--- src/hdl/rx_hub_regs_defs.svh ---
/*
  Offsets, field positions, reset values for the receiver port and pin register bank.
  Assumes inclusion by bare name from design files; definitions only.
*/
`ifndef RX_HUB_REGS_DEFS_SVH
`define RX_HUB_REGS_DEFS_SVH

// Register offsets
`define OFS_RX_PORT_CTRL 8'h0C
`define OFS_IO_VOLT_CTRL 8'h0D
`define OFS_PIN_LEVELS 8'h0E
`define OFS_PIN_IN_EN 8'h0F
`define OFS_PIN0_OUT_CTRL 8'h10

// Receiver port control fields
`define RPC_SYNC_SEL_LSB 2
`define RPC_LINK_SEL_LSB 4
`define RPC_SECOND_RECEIVER_ENABLE_BIT 1
`define RPC_FIRST_RECEIVER_ENABLE_BIT 0
`define RPC_RSVD_VAL 2'h2
`define RPC_RESET 8'h83

// Voltage control fields
`define IOV_SEL_BIT 7
`define IOV_OVR_BIT 6
`define IOV_MODE_LSB 4
`define IOV_RSVD_RESET 4'h9
`define IOV_RESET 8'h09
`define IOV_MODE_1V8 2'h0
`define IOV_MODE_3V3 2'h3

// Input enables
`define PIN_IN_EN_RESET 7'h7F

// Pin 0 output control fields
`define P0_SEL_LSB 5
`define P0_SRC_LSB 2
`define P0_VAL_BIT 1
`define P0_OE_BIT 0
`define P0_SRC_REGVAL 3'h4
`define P0_SEL_REGVAL 3'h0
`define P0_RESET 8'h00

`endif

--- src/hdl/rx_hub_regs_pkg.sv ---
/*
  Types shared by the register bank and its status combiner.
  Assumes nothing beyond a SystemVerilog compiler.
*/
package rx_hub_regs_pkg;

  // Status source choice for link-ok and sync outputs
  typedef enum logic [1:0] {
    src_port0,
    src_port1,
    src_any_enabled,
    src_all_enabled
  } status_src_e;

  // Per-port receiver status
  typedef struct packed {
    logic link_ok;
    logic sync_ok;
  } rx_status_s;

  // Register access request from the I2C target
  typedef struct packed {
    logic wr;
    logic rd;
    logic remote;
    logic [7:0] addr;
    logic [7:0] wdata;
  } reg_req_s;

endpackage : rx_hub_regs_pkg

--- src/hdl/rx_port_and_gpio_control_regs.sv ---
/*
  Receiver port, I/O voltage and general-purpose pin register bank.
  Assumes a byte-wide register port from an I2C target, synchronous to sys_clk,
  and receiver status flags already synchronous.
*/
// Operation
// - Link-ok output source by bits 5:4
// - Sync output source by bits 3:2
// - Select fields written only by local controller
// - Both receiver ports run independently
// - Bit 1 enables port 1, reset on
// - Bit 0 enables port 0, reset on
// - Override bit picks written or detected voltage
// - Reads return detected level without override
// - Pin levels readable at bits 6:0
// - Source 100, select 000 drives value bit
// - Source bits 4:2, select bits 7:5
`include "rx_hub_regs_defs.svh"

module rx_port_and_gpio_control_regs #(
  parameter int PIN_COUNT = 7
) (
  // Clock and reset
  input wire logic sys_clk,
  input wire logic resetn,
  // Register access
  input wire rx_hub_regs_pkg::reg_req_s req,
  output logic [7:0] rdata,
  // Receiver status per port
  input wire rx_hub_regs_pkg::rx_status_s port0_status,
  input wire rx_hub_regs_pkg::rx_status_s port1_status,
  // Status outputs
  output logic link_ok_out,
  output logic sync_out,
  // Receiver enables
  output logic first_receiver_enable,
  output logic second_receiver_enable,
  // I/O supply
  input wire logic detected_3v3,
  output logic pin_voltage_select,
  output logic [1:0] supply_mode,
  // General-purpose pins
  input wire logic [PIN_COUNT-1:0] pin_in,
  output logic [PIN_COUNT-1:0] pin_input_enable,
  output logic pin0_out,
  output logic pin0_oe
);

  logic [1:0] link_sel_r; // Link-ok source
  logic [1:0] sync_sel_r; // Sync source
  logic [1:0] port_en_r; // Receiver enables
  logic volt_sel_r; // Written voltage select
  logic volt_ovr_r; // Override
  logic [1:0] mode_r; // Written supply mode
  logic [3:0] iov_rsvd_r; // Reserved read-write nibble
  logic [PIN_COUNT-1:0] in_en_r; // Input enables
  logic [7:0] p0_ctrl_r; // Pin 0 control byte
  logic [PIN_COUNT-1:0] level_r; // Sampled pin levels
  logic det_sel; // Detected voltage as select bit
  logic [1:0] det_mode; // Detected voltage as mode
  // Per-register write strobes
  logic wr_rpc, wr_iov, wr_inen, wr_p0; // High for one cycle with the write

  // Address decode for a write at a given offset
  function automatic logic hit(input rx_hub_regs_pkg::reg_req_s r, input logic [7:0] ofs);
    hit = r.wr && (r.addr == ofs);
  endfunction : hit

  // Pin level byte has no strobe, so writes to it simply drop
  assign wr_rpc = hit(req, `OFS_RX_PORT_CTRL);
  assign wr_iov = hit(req, `OFS_IO_VOLT_CTRL);
  assign wr_inen = hit(req, `OFS_PIN_IN_EN);
  assign wr_p0 = hit(req, `OFS_PIN0_OUT_CTRL);

  // Selects: remote writes leave them unchanged, so a far master cannot redirect status
  always_ff @(posedge sys_clk or negedge resetn) begin
    if (!resetn) begin
      link_sel_r <= 2'h0;
      sync_sel_r <= 2'h0;
    end else if (wr_rpc && !req.remote) begin
      link_sel_r <= req.wdata[`RPC_LINK_SEL_LSB +: 2];
      sync_sel_r <= req.wdata[`RPC_SYNC_SEL_LSB +: 2];
    end
  end

  // Port enables, reset to enabled; each bit is independent
  always_ff @(posedge sys_clk or negedge resetn) begin
    if (!resetn) begin
      port_en_r <= 2'h3;
    end else if (wr_rpc) begin
      port_en_r[1] <= req.wdata[`RPC_SECOND_RECEIVER_ENABLE_BIT];
      port_en_r[0] <= req.wdata[`RPC_FIRST_RECEIVER_ENABLE_BIT];
    end
  end

  // Enables go straight from the flops to the receivers
  assign first_receiver_enable = port_en_r[0];
  assign second_receiver_enable = port_en_r[1];

  // One combiner per status output; ports evaluated separately
  status_combiner link_comb (
    .sys_clk(sys_clk),
    .resetn(resetn),
    .sel(rx_hub_regs_pkg::status_src_e'(link_sel_r)),
    .port_en(port_en_r),
    .flag({port1_status.link_ok, port0_status.link_ok}),
    .result(link_ok_out)
  );

  // Sync combiner mirrors the link-ok one, sharing the enables
  status_combiner sync_comb (
    .sys_clk(sys_clk),
    .resetn(resetn),
    .sel(rx_hub_regs_pkg::status_src_e'(sync_sel_r)),
    .port_en(port_en_r),
    .flag({port1_status.sync_ok, port0_status.sync_ok}),
    .result(sync_out)
  );

  // Voltage control fields
  always_ff @(posedge sys_clk or negedge resetn) begin
    if (!resetn) begin
      volt_sel_r <= 1'b0;
      volt_ovr_r <= 1'b0;
      mode_r <= `IOV_MODE_1V8;
      iov_rsvd_r <= `IOV_RSVD_RESET;
    end else if (wr_iov) begin
      volt_sel_r <= req.wdata[`IOV_SEL_BIT];
      volt_ovr_r <= req.wdata[`IOV_OVR_BIT];
      mode_r <= req.wdata[`IOV_MODE_LSB +: 2];
      iov_rsvd_r <= req.wdata[3:0];
    end
  end

  // Detected level in both encodings
  assign det_sel = detected_3v3;
  assign det_mode = detected_3v3 ? `IOV_MODE_3V3 : `IOV_MODE_1V8;

  // Override chooses written values, else detected
  always_ff @(posedge sys_clk or negedge resetn) begin
    if (!resetn) begin
      pin_voltage_select <= 1'b0;
      supply_mode <= `IOV_MODE_1V8;
    end else begin
      pin_voltage_select <= volt_ovr_r ? volt_sel_r : det_sel;
      supply_mode <= volt_ovr_r ? mode_r : det_mode;
    end
  end

  // Input enables, all on after reset
  always_ff @(posedge sys_clk or negedge resetn) begin
    if (!resetn) begin
      in_en_r <= `PIN_IN_EN_RESET;
    end else if (wr_inen) begin
      in_en_r <= req.wdata[PIN_COUNT-1:0];
    end
  end

  // Enables reach the pad input buffers; ordering against outputs is up to software
  assign pin_input_enable = in_en_r;

  // Pin levels masked by the input enable each cycle; a disabled pin reads zero
  // One flop per pin keeps the read path a plain register
  genvar g;
  generate
    for (g = 0; g < PIN_COUNT; g++) begin : g_level
      always_ff @(posedge sys_clk or negedge resetn) begin
        if (!resetn) begin
          level_r[g] <= 1'b0;
        end else begin
          level_r[g] <= pin_in[g] & in_en_r[g];
        end
      end
    end
  endgenerate

  // Pin 0 control byte
  always_ff @(posedge sys_clk or negedge resetn) begin
    if (!resetn) begin
      p0_ctrl_r <= `P0_RESET;
    end else if (wr_p0) begin
      p0_ctrl_r <= req.wdata;
    end
  end

  // Pin 0 drive; software keeps enable low while input enabled
  always_ff @(posedge sys_clk or negedge resetn) begin
    if (!resetn) begin
      pin0_out <= 1'b0;
      pin0_oe <= 1'b0;
    end else begin
      pin0_oe <= p0_ctrl_r[`P0_OE_BIT]; // Follows its bit, no interlock
      if (p0_ctrl_r[`P0_SRC_LSB +: 3] == `P0_SRC_REGVAL &&
          p0_ctrl_r[`P0_SEL_LSB +: 3] == `P0_SEL_REGVAL) begin
        pin0_out <= p0_ctrl_r[`P0_VAL_BIT];
      end else begin
        pin0_out <= 1'b0;
      end
    end
  end

  // Read data, registered one cycle after the read strobe
  always_ff @(posedge sys_clk or negedge resetn) begin
    if (!resetn) begin
      rdata <= 8'h00;
    end else if (req.rd) begin
      // Port control reserved bits and detected voltage fields are formed here, not stored
      case (req.addr)
        `OFS_RX_PORT_CTRL: rdata <= {`RPC_RSVD_VAL, link_sel_r, sync_sel_r, port_en_r};
        `OFS_IO_VOLT_CTRL: rdata <= volt_ovr_r ? {volt_sel_r, 1'b1, mode_r, iov_rsvd_r}
                                               : {det_sel, 1'b0, det_mode, iov_rsvd_r};
        `OFS_PIN_LEVELS: rdata <= {1'b0, level_r};
        `OFS_PIN_IN_EN: rdata <= {1'b0, in_en_r};
        `OFS_PIN0_OUT_CTRL: rdata <= p0_ctrl_r;
        default: rdata <= 8'h00; // Unmapped reads as zero
      endcase
    end
  end

endmodule : rx_port_and_gpio_control_regs

--- src/hdl/status_combiner.sv ---
/*
  Combines two per-port flags into one status output by a 2-bit select.
  Assumes synchronous inputs on sys_clk; output is registered.
*/
module status_combiner (
  // Clock and reset
  input wire logic sys_clk,
  input wire logic resetn,
  // Controls
  input wire rx_hub_regs_pkg::status_src_e sel,
  input wire logic [1:0] port_en,
  // Per-port flags
  input wire logic [1:0] flag,
  // Result
  output logic result
);

  logic result_nxt; // Combined flag
  logic [1:0] seen; // Flags of enabled ports only

  // Disabled ports count as absent in any and all
  always_comb begin
    seen = flag & port_en;
    case (sel)
      rx_hub_regs_pkg::src_port0: result_nxt = flag[0];
      rx_hub_regs_pkg::src_port1: result_nxt = flag[1];
      rx_hub_regs_pkg::src_any_enabled: result_nxt = |seen;
      rx_hub_regs_pkg::src_all_enabled: result_nxt = (|port_en) && (seen == port_en);
      default: result_nxt = 1'b0;
    endcase
  end

  // Registered output to keep the status pin glitch free
  always_ff @(posedge sys_clk or negedge resetn) begin
    if (!resetn) begin
      result <= 1'b0;
    end else begin
      result <= result_nxt;
    end
  end

endmodule : status_combiner

--- config.mk ---
export PLATFORM = sky130hd
export DESIGN_NAME = rx_port_and_gpio_control_regs
export DESIGN_NICKNAME = d
export VERILOG_FILES = /design/src/hdl/rx_hub_regs_pkg.sv /design/src/hdl/rx_port_and_gpio_control_regs.sv /design/src/hdl/status_combiner.sv
export VERILOG_INCLUDE_DIRS = /design/src /design/src/hdl
export SDC_FILE = /design/constraint.sdc
export NUM_CORES = 1
export LEC_CHECK = 0
export BUFFER_PORTS_ARGS = -buffer_cell sky130_fd_sc_hd__buf_2
export CAP_MARGIN = 20
export CORE_MARGIN = 8
export CORE_UTILIZATION = 45
export DETAILED_ROUTE_END_ITERATION = 7
export GPL_TIMING_DRIVEN = 0
export PLACE_DENSITY = 0.81
export REMOVE_ABC_BUFFERS = 1
export SETUP_SLACK_MARGIN = 0.02
export SKIP_CTS_REPAIR_TIMING = 1
export SYNTH_ARGS = -nofsm -noshare
export SYNTH_HDL_FRONTEND = slang
export SYNTH_SLANG_ARGS = --single-unit
--- constraint.sdc ---
create_clock -name sys_clk -period 1.8 [get_ports sys_clk]
set_input_delay 0.09 -clock sys_clk [delete_from_list [all_inputs] [get_ports sys_clk]]
set_output_delay 0.09 -clock sys_clk [all_outputs]
set_load 0.03 [all_outputs]
==> run summary <==
# IOs -> 57
Reg-to-Reg Start -> volt_ovr_r
Syn_area_per_cell -> 13.4 sq um
Final WL -> 5070 um
Crit Path Class -> reg2reg
Pins Over Slew Limit -> 0
Slowest stage cell, crit path -> dfrtp_1
Setup violators final -> 0
CP startpoint -> volt_ovr_r
Worst path cell trace -> mux2_2 > a22o_1 > a22oi_1 > a21oi_1
P&R area growth vs syn -> 21.5%
Critical Path RT -> 1.98 ns
Pwr dens -> 817 mW/mm^2
Vias in the first global route -> 1620
DRC -> 0
Initial DRC count -> 88
Vias -> 1634
H-tree depth -> 2
Tmin final -> 1.47 ns
DIE WIDTH -> 87.9 um
Max Fclk -> 681 MHz
RSZ-0062 raised after global routing -> false
Clock skew -> 0.00759 ns
Mapped cell area -> 0.00232 sq mm
Sequential area share after synthesis -> 55.5%
Synth Warn # -> 0
Post-DP HPWL -> 3730 um
Setup TNS Final -> 0 ns
Layout Nets -> 268
Post-layout util -> 56.0%
Crit path DAT -> 1.65 ns
Clock transition at path regs -> 0.09 ns
Status -> complete, but fails checks
# clock sinks -> 51
Static leakage -> 1.36 nW
Slew headroom -> 47.3%
I/O Buffers -> 56
Count of cell types in the netlist -> 34
Clk Latency, worst-skew pair -> 0.30 ns
Cts bufs inserted -> 5
Full die area -> 0.00772 sq mm
Avg WL per Cell -> 16.6 um
Starting Density -> 46.1%
Total global-route track usage -> 13.8%
N_diodes -> 0
Synth Register Bits -> 51
Post-DRT Antenna Nets -> 0
Failing checks -> negative hold slack
Core box area -> 0.00504 sq mm
Hold wc startpoint -> pin_in[5]
VDD IR max -> 0.000323 V
First-pass GRT wire length -> 8100 um
CTS tree -> done
Hold Path Class -> in2reg
Hold Vio Cnt, Final -> 1
Fin crit share -> 81.6%
Die H -> 87.9 um
Hold WS -> -0.00705 ns
Initial antenna violation count -> 0
Root Buffer -> clkbuf_8
Drt first pass iters -> 4
Worst-Margin Slew -> 0.788 ns
GRT overflow -> 0
Via density -> 5.34
Gpl congestion -> 0.757
Worst-path maximum fanout -> 5
Row Count -> 26
Mapped Cells -> 173
Post-synth EDFFs -> 0
Main synth FF type -> dfrtp_1
Post-synth ARST share -> 100%
Share of layout cells above drive strength 1 -> 53.4%
Maxcap violations -> 0
Critical path launch point type -> register
CTS max path bufs -> 2
Critical path's largest stage delay -> 0.43 ns
Pin count of the biggest net entering global routing -> 52
Worst setup EP type -> register
==> cells in the mapped netlist (2+ instances only) <==
master	number	area (sq um)
dfrtp_1	40	1000
mux2_2	39	439
dfstp_2	11	289
nor2_1	11	41.3
a21oi_1	10	50.1
a22o_1	8	70.1
and2_1	8	50.1
a22o_2	6	60.1
a22oi_1	6	45.0
buf_4	3	22.5
nand2_1	3	11.3
a32oi_1	2	17.5
nand2b_1	2	12.5
nand3_1	2	10.0
nand3_4	2	35.0
nor2b_1	2	12.5
==> cells in the final DEF, fill, tap and decap left out, types with 2 or more instances in the layout <==
cell,instances
clkbuf_8,5
a21oi_1,10
dfstp_2,11
nand2b_1,2
dlygate4sd3_1,6
mux2_2,39
and2_1,8
nand2_1,3
buf_2,56
a22oi_1,6
a22o_1,8
nand3_1,2
nand3_4,2
a22o_2,6
nor2b_1,2
a32oi_1,2
nor2_1,11
dfrtp_1,40
==> layer usage <==
| layer | global-route usage, % | up-vias | share of wire (%) |
|---|---|---|---|
| met1 | 17.1 | 819 | 44 |
| met3 | 4.41 | 8 | 6.5 |
| met4 | 4.38 | 0 | 1.4 |
| met2 | 22.0 | 44 | 48 |
| met5 | 0 | - | 0 |
| li1 | - | 763 | - |
==> per-stage QoR <==
stage	setup WS [ns]	cells	power [W]	cell area (sq um)
6_report	0.331	306	0.00231	2820
5_1_grt	0.255	306	0.00240	2820
4_1_cts	0.347	299	0.00232	2740
3_5_place_dp	0.105	291	0.00154	2630
3_3_place_gp	0.153	291	0.00153	2630
2_1_floorplan	0.479	165	0.00141	2260
==> registers in the layout (all words and copies together) (netlist names) <==
signal              cells
link_comb.result        1
link_sel_r              2
rdata                   8
iov_rsvd_r              4
supply_mode             2
p0_ctrl_r               8
volt_ovr_r              1
pin0_oe                 1
sync_comb.result        1
port_en_r               2
pin_input_enable        7
sync_sel_r              2
pin0_out                1
mode_r                  2
pin_voltage_select      1
volt_sel_r              1
level_r                 7
==> final timing paths <==
kind | end | slack, ns | cells past startpoint
min | level_r[5] | -0.007 | 2
min in group asynchronous | supply_mode[1] | 0.32 | 2
max in group asynchronous | port_en_r[0] | 0.86 | 3
max reg2reg | rdata[4] | 0.33 | 4
min reg2reg | pin0_oe | 0.43 | 0
max | rdata[4] | 0.33 | 4
==> cell families (layout without fill, tap and decap cells) <==
kind of cell,after synthesis,count (layout),share of synthesized area [%]
muxes,39,39,18.9
buffers and inverters,9,72,3.01
and+or+nand+nor,37,37,10.4
DFF,51,51,55.5
AOI/OAI and AO/OA,37,37,12.2
==> critical path, delay by kind of cell (launching register included) <==
kind	cells	cell delay [ns]
flops	1	0.43
mux	1	0.37
compound gates	3	0.54
==> cell type report <==
cell class                 count  area, sq um
clock inverter                 2         37.5
sequential                    51         1290
tap                           70         87.6
clock buffer                   6         72.6
inverter                       1         3.75
timing repair buffer          63          368
fill                         419         2220
multi-input combinational    113          965
==> power breakdown <==
group	internal, W	total (W)	switching [W]	leakage (nW)
sequential	0.00121	0.00124	0.0000345	0.645
clock	0.000415	0.000773	0.000359	0.0514
combinational	0.000119	0.000293	0.000173	0.662
(Power assumes the default switching activity.)
